==> src/verilog/sac_defs.svh <==
`ifndef SAC_DEFS_SVH
`define SAC_DEFS_SVH
// ==========================================
// timing figures, in their own units
`define SAC_CLK_HZ 20000000
`define SAC_XTAL_HZ 14745600
`define SAC_SAMPLES 10
`define SAC_SAMPLE_MS 20
`define SAC_TONE_HZ 851
`define SAC_POLL_US 1702
`define SAC_ALARM_S 300
`define SAC_RELAY_S 2
// ==========================================
// reset values
`define SAC_SPK_RST 3'h0
`define SAC_RELAY_RST 1'h0
`endif

==> src/verilog/sac_pkg.sv <==
package sac_pkg;
  // ==========================================
  // controller states, gray along idle, alarm, relay
  typedef enum logic [1:0]
  {
    SAC_IDLE = 2'h0,
    SAC_ALARM = 2'h1,
    SAC_RELAY = 2'h3
  } sac_state_t;

  // ==========================================
  // outputs toward speaker and relay driver
  typedef struct packed
  {
    logic [2:0] spk;
    logic relay;
  } sac_out_t;
endpackage : sac_pkg
==> src/verilog/sac_ctrl.sv <==
// What this block does
// - the receiver input is judged over ten samples taken 20 ms apart, a 200 ms window.
// - heat counts as present when any sample of the window reads one, absent otherwise.
// - the alarm sounds while heat keeps being detected.
// - the alarm tone is an 851 Hz square wave made from the system clock.
// - the same tone drives three outputs at once and in phase.
// - while the alarm sounds the button is polled every 1.702 ms.
// - the button is active high and a one reads as a press while held.
// - a press during the alarm stops the tone, clears the timers and keeps the relay off.
// - the relay output rises only after five minutes of alarm with no press.
// - the relay output stays high for two seconds and then falls.
// - every timing figure is derived from the single system clock.
`timescale 1ns/10ps
`default_nettype none
`include "sac_defs.svh"
module sac_ctrl
  import sac_pkg::*;
#(
  parameter int unsigned CLK_HZ = `SAC_CLK_HZ,
  parameter int unsigned SAMPLE_CYC = CLK_HZ / 1000 * `SAC_SAMPLE_MS,
  parameter int unsigned TONE_HALF_CYC = CLK_HZ / (2 * `SAC_TONE_HZ),
  parameter int unsigned POLL_CYC = CLK_HZ / 1000000 * `SAC_POLL_US,
  parameter int unsigned SEC_CYC = CLK_HZ,
  parameter int unsigned ALARM_S = `SAC_ALARM_S,
  parameter int unsigned RELAY_S = `SAC_RELAY_S
)
(
  // clock and reset
  input wire logic clk_i,
  input wire logic rst_b_i,
  // pins from receiver and button
  input wire logic rx_i,
  input wire logic btn_i,
  // speaker and relay drive
  output sac_out_t drive_o,
  output logic alarm_o
);

  // ==========================================
  // pin synchronisers
  logic [1:0] rx_sync_ff;
  logic [1:0] btn_sync_ff;
  logic rx_s;
  logic btn_s;
  assign rx_s = rx_sync_ff[1];
  assign btn_s = btn_sync_ff[1];

  // ==========================================
  // state
  sac_state_t state_ff, nxt_state;
  logic [31:0] smp_cnt_ff, nxt_smp_cnt;
  logic [3:0] smp_idx_ff, nxt_smp_idx;
  logic any_ff, nxt_any;
  logic heat_ff, nxt_heat;
  logic [31:0] tone_cnt_ff, nxt_tone_cnt;
  logic tone_ff, nxt_tone;
  logic [31:0] poll_cnt_ff, nxt_poll_cnt;
  logic [31:0] sec_div_ff, nxt_sec_div;
  logic [8:0] sec_cnt_ff, nxt_sec_cnt;
  logic relay_ff, nxt_relay;
  logic smp_tick;
  logic win_done;
  logic poll_tick;
  logic sec_tick;

  // all dividers count the one system clock
  assign smp_tick = (smp_cnt_ff == SAMPLE_CYC - 1);
  assign win_done = smp_tick && (smp_idx_ff == 4'(`SAC_SAMPLES - 1));
  assign poll_tick = (state_ff == SAC_ALARM) && (poll_cnt_ff == POLL_CYC - 1);
  assign sec_tick = (state_ff != SAC_IDLE) && (sec_div_ff == SEC_CYC - 1);

  always_comb
  begin
    nxt_state = state_ff;
    nxt_smp_cnt = smp_tick ? 32'h0 : smp_cnt_ff + 32'h1;
    nxt_smp_idx = smp_idx_ff;
    nxt_any = any_ff;
    nxt_heat = heat_ff;
    nxt_tone_cnt = 32'h0;
    nxt_tone = 1'h0;
    nxt_poll_cnt = 32'h0;
    nxt_sec_div = 32'h0;
    nxt_sec_cnt = 9'h0;
    nxt_relay = 1'h0;
    // the window always runs so a decision is ready whenever the alarm is idle
    if (smp_tick)
    begin
      if (win_done)
      begin
        nxt_heat = any_ff | rx_s;
        nxt_any = 1'h0;
        nxt_smp_idx = 4'h0;
      end
      else
      begin
        nxt_any = any_ff | rx_s;
        nxt_smp_idx = smp_idx_ff + 4'h1;
      end
    end
    if (state_ff != SAC_IDLE)
    begin
      nxt_sec_div = sec_tick ? 32'h0 : sec_div_ff + 32'h1;
      nxt_sec_cnt = sec_tick ? sec_cnt_ff + 9'h1 : sec_cnt_ff;
    end
    case (state_ff)
      SAC_IDLE:
      begin
        // start only on a fresh window, so a press is not undone at once
        if (win_done && (any_ff | rx_s))
        begin
          nxt_state = SAC_ALARM;
        end
      end
      SAC_ALARM:
      begin
        nxt_tone_cnt = (tone_cnt_ff == TONE_HALF_CYC - 1) ? 32'h0 : tone_cnt_ff + 32'h1;
        nxt_tone = (tone_cnt_ff == TONE_HALF_CYC - 1) ? ~tone_ff : tone_ff;
        nxt_poll_cnt = poll_tick ? 32'h0 : poll_cnt_ff + 32'h1;
        if (poll_tick && btn_s)
        begin
          nxt_state = SAC_IDLE;
          nxt_tone = 1'h0;
          nxt_sec_div = 32'h0;
          nxt_sec_cnt = 9'h0;
        end
        else if (win_done && !(any_ff | rx_s))
        begin
          nxt_state = SAC_IDLE;
          nxt_tone = 1'h0;
          nxt_sec_div = 32'h0;
          nxt_sec_cnt = 9'h0;
        end
        else if (sec_tick && (sec_cnt_ff == 9'(ALARM_S - 1)))
        begin
          nxt_state = SAC_RELAY;
          nxt_tone = 1'h0;
          nxt_sec_cnt = 9'h0;
          nxt_relay = 1'h1;
        end
      end
      SAC_RELAY:
      begin
        nxt_relay = 1'h1;
        if (sec_tick && (sec_cnt_ff == 9'(RELAY_S - 1)))
        begin
          nxt_state = SAC_IDLE;
          nxt_relay = 1'h0;
          nxt_sec_div = 32'h0;
          nxt_sec_cnt = 9'h0;
        end
      end
      default:
      begin
        nxt_state = SAC_IDLE;
      end
    endcase
  end

  always_ff @(posedge clk_i)
  begin
    if (!rst_b_i)
    begin
      rx_sync_ff <= 2'h0;
      btn_sync_ff <= 2'h0;
      state_ff <= SAC_IDLE;
      smp_cnt_ff <= 32'h0;
      smp_idx_ff <= 4'h0;
      any_ff <= 1'h0;
      heat_ff <= 1'h0;
      tone_cnt_ff <= 32'h0;
      tone_ff <= 1'h0;
      poll_cnt_ff <= 32'h0;
      sec_div_ff <= 32'h0;
      sec_cnt_ff <= 9'h0;
      relay_ff <= `SAC_RELAY_RST;
    end
    else
    begin
      rx_sync_ff <= {rx_sync_ff[0], rx_i};
      btn_sync_ff <= {btn_sync_ff[0], btn_i};
      state_ff <= nxt_state;
      smp_cnt_ff <= nxt_smp_cnt;
      smp_idx_ff <= nxt_smp_idx;
      any_ff <= nxt_any;
      heat_ff <= nxt_heat;
      tone_cnt_ff <= nxt_tone_cnt;
      tone_ff <= nxt_tone;
      poll_cnt_ff <= nxt_poll_cnt;
      sec_div_ff <= nxt_sec_div;
      sec_cnt_ff <= nxt_sec_cnt;
      relay_ff <= nxt_relay;
    end
  end

  // ==========================================
  // outputs: one flop feeds all three speaker pins so they never skew
  assign drive_o = {{3{tone_ff}}, relay_ff};
  assign alarm_o = (state_ff == SAC_ALARM);
endmodule : sac_ctrl
`default_nettype wire

==> config.mk <==
export PLATFORM = sky130hd
export DESIGN_NAME = sac_ctrl
export DESIGN_NICKNAME = d
export VERILOG_FILES = /design/src/verilog/sac_pkg.sv /design/src/verilog/sac_ctrl.sv
export VERILOG_INCLUDE_DIRS = /design/src /design/src/verilog
export SDC_FILE = /design/constraint.sdc
export NUM_CORES = 1
export LEC_CHECK = 0
export ABC_AREA = 1
export BUFFER_PORTS_ARGS = -buffer_cell sky130_fd_sc_hd__buf_2
export CAP_MARGIN = 10
export CORE_MARGIN = 8
export CORE_UTILIZATION = 50
export DETAILED_ROUTE_END_ITERATION = 10
export PLACE_DENSITY = 0.65
export SETUP_SLACK_MARGIN = 0.4
export SLEW_MARGIN = 20
export SYNTH_ARGS = -nofsm -noshare
export SYNTH_HDL_FRONTEND = slang
export SYNTH_SLANG_ARGS = --single-unit
==> constraint.sdc <==
create_clock -name clk_i -period 2.7 [get_ports clk_i]
set_input_delay 0.27 -clock clk_i [delete_from_list [all_inputs] [get_ports clk_i]]
set_output_delay 0.27 -clock clk_i [all_outputs]
set_load 0.02 [all_outputs]
==> metrics.md <==
| Metric | Value |
|---|---|
| Status | finished clean |
| Vias in the first global route | 6835 |
| CTS Root Buffer Type | clkbuf_16 |
| Reg clk slew, reported paths | about 0.060 ns |
| Syn Inst Count | 1219 |
| Core area | 16300 um2 |
| Post-layout total power | between 4 and 5 mW |
| Seq/Total Area, Yosys | between 30% and 40% |
| Final GP Congestion | between 0.8 and 0.9 |
| Cell taking the most area after synthesis | dfxtp_1 |
| Non-filler cells, final | around 1500 |
| Wirelength per Cell | between 10 and 15 um |
| CP endpoint kind | flop |
| Minimum clock period | about 2.1 ns |
| GRT Util Overall | 18.2% |
| Leakage power | between 3 and 4 nW |
| Die Y | 144 um |
| Worst vdd ir | 486 uV |
| # port buffers | 8 |
| First-pass GRT wire length | between 30000 and 40000 um |
| Antenna fix cells | 0 |
| Hold path start | btn_i |
| Worst Hold Class | input pin to flop |
| CTS Hold Bufs | 0 |
| PD cells | ~530 nW/um2 |
| Die X | 144 um |
| Initial antenna violation count | 0 |
| Worst slew margin | between 60 and 70% |
| Iter 0 DRT Violations | about 500 |
| DRC viols | 0 |
| CP Launch Type | flop |
| Largest net degree at the start of global routing | 33 |
| Vias per cell | about 5 |
| Top FF cell, synth | dfxtp_1 |
| RSZ-0062 raised after global routing | false |
| Ys Warns | 0 |
| Layout net count | 1248 |
| Setup violations, final | 0 |
| Worst EP arrival | roughly 2.4 ns |
| Syn Nets | 1232 |
| # IOs | 9 |
| Setup_tns | 0 ns |
| Via count | 7400 |
| FF+latch count, synth | 150 |
| Ys async rst share | 0% |
| Clk Latency, worst-skew pair | roughly 0.42 ns |
| Placed Cells | 1433 |
| CTS H-tree depth | 4 |
| Library cells used by synthesis | 48 |
| Number of buffers created by CTS | 17 |
| P&R area growth vs syn | 11.1% |
| Yosys top cell area share | roughly 37% |
| Detailed Place HPWL | ~13000 um |
| Mean post-synth cell area | between 6 and 7 um2 |
| Peak Freq | slightly below 500 MHz |
| Fin. Hold Viols | 0 |
| Cell Rows | between 40 and 50 |
| Clock Path Buffers | 2 |
| Mapped cell area | 8210 um2 |
| TritonCTS clock tree | built |
| Worst setup path startpoint | smp_cnt_ff[0] |
| GRT Residual Overflow | 0 |
| Drt pass-1 iters | 5 |
| WS Path Type | flop to flop |
| Final WL | 17800 um |
| Synth area leaders | dfxtp_1 (37%), nand2_1 (11%), nor2_1 (10%) |
| Max Cap Viol | 0 |
| Clk sink count | 150 |
| Die area | between 20000 and 25000 um2 |
| Top post-synthesis cells by count | nand2_1 (234), nor2_1 (221), inv_1 (166) |
| Count leader, synth | nand2_1 |
| Worst clock skew | around 0.008 ns |
| Share of cells above drive strength 1 | 8.74% |
| Post-route ant nets | 0 |
| Final hold slack | between 0.02 and 0.03 ns |
| Req. time, crit path | 3.00 ns |
| Util after Layout | between 50% and 60% |
| Final worst path period share | 76.8% |
| EDFF count, synth | 0 |
| Reg-to-Reg Start | smp_cnt_ff[0] |
| Slew @ Worst Pin | approximately 0.53 ns |
| Max FO, Critical Path | 20 |
| Initial Util | 50.2% |
| Final Max Slew Viols | 0 |
path summary, 6_finish.rpt:
path / endpoint / slack, ns / depth (start not counted)
min: btn_sync_ff[0] / 0.03 / 3
max: sec_div_ff[13] / 0.63 / 12
max reg2reg: sec_div_ff[13] / 0.63 / 12
min reg2reg: rx_sync_ff[1] / 0.41 / 2
sequential cells by signal, summed over array words and instances, names as in the netlist:
signal / count
sec_div_ff: 32
smp_cnt_ff: 32
smp_idx_ff: 4
relay_ff: 1
rx_sync_ff: 2
tone_cnt_ff: 32
any_ff: 1
sec_cnt_ff: 9
state_ff: 2
tone_ff: 1
btn_sync_ff: 2
poll_cnt_ff: 32
report_power, final:
group	internal, mW	leakage, nW	switching (mW)
Combinational	0.00815	1.75	0.0194
Clock	1.62	0.312	0.945
Sequential	2.22	1.21	0.00405
Total	3.85	3.28	0.969
metrics by stage:
step / cell area, um2 / worst slack, ns
2_1_floorplan: 8210 / 0.903
3_3_place_gp: 8450 / 0.561
3_5_place_dp: 8450 / 0.487
4_1_cts: 9080 / 0.469
5_1_grt: 9130 / 0.419
6_report: 9130 / 0.625
cell usage in the layout (no fill, tap or decap), types with 4 or more instances in the layout:
cell type    n
nand3_1     65
dfxtp_1    150
xor2_1      33
nor3_1      67
nand4_1     50
a211oi_1     4
inv_2       10
nor3_2       7
nor3b_1     24
nand2_2      6
nor2_1     220
o21ai_0     20
a21oi_1     36
nor2_4       6
nand2_1    234
o21ai_1      5
clkbuf_16   17
o21a_1       4
inv_1      166
buf_4        7
ha_1         9
nand3_2      5
bufinv_16    4
nor2_2      15
nor4_1      21
buf_2        8
or2_2        8
xnor2_1     13
cell type report:
type,instances,area [um2]
Clock buffer,20,467
Timing Repair Buffer,15,92.6
Multi-Input combinational cell,874,4450
Fill cell,1645,7220
Tap cell,220,275
Sequential cell,150,3000
Inverter,177,664
Clock inverter,11,173
per-layer routing:
metal  share of wire (%)  GRT usage, %  up-vias
met2                  46          29.6      125
met4                 1.3          5.70        0
met3                 3.8          4.19       17
li1                    -             -     3973
met1                  49          23.5     3285
met5                   0             0        -
critical path, stage by stage, from the launching register on:
cell      delay [ns]
dfxtp_1         0.35
ha_1            0.17
nand2_1         0.10
nor2_4          0.13
nand2_1         0.11
clkinv_1        0.10
nand2_1         0.09
nor2_4          0.14
nand3_2         0.11
o21ai_4         0.22
nand2_4         0.13
nand2_4         0.22
nor2_1          0.07
repair_timing:
item | 4_1_cts | 5_1_grt
setup endpoints to repair | 0 | 26
buffers inserted | 0 | 3
gates resized for setup | 0 | 4
kinds of logic (layout without fill, tap and decap cells):
family	after synthesis	count (layout)	share of synthesized area (%)
AOI/OAI and AO/OA	78	78	5.59
xor gates and xnor gates	46	46	4.91
adders and majority gates	9	9	1.37
buffers and inverters	195	223	9.46
DFF	150	150	36.6
and+or+nand+nor	741	741	42.1
Power figures use the tool's default switching activity.
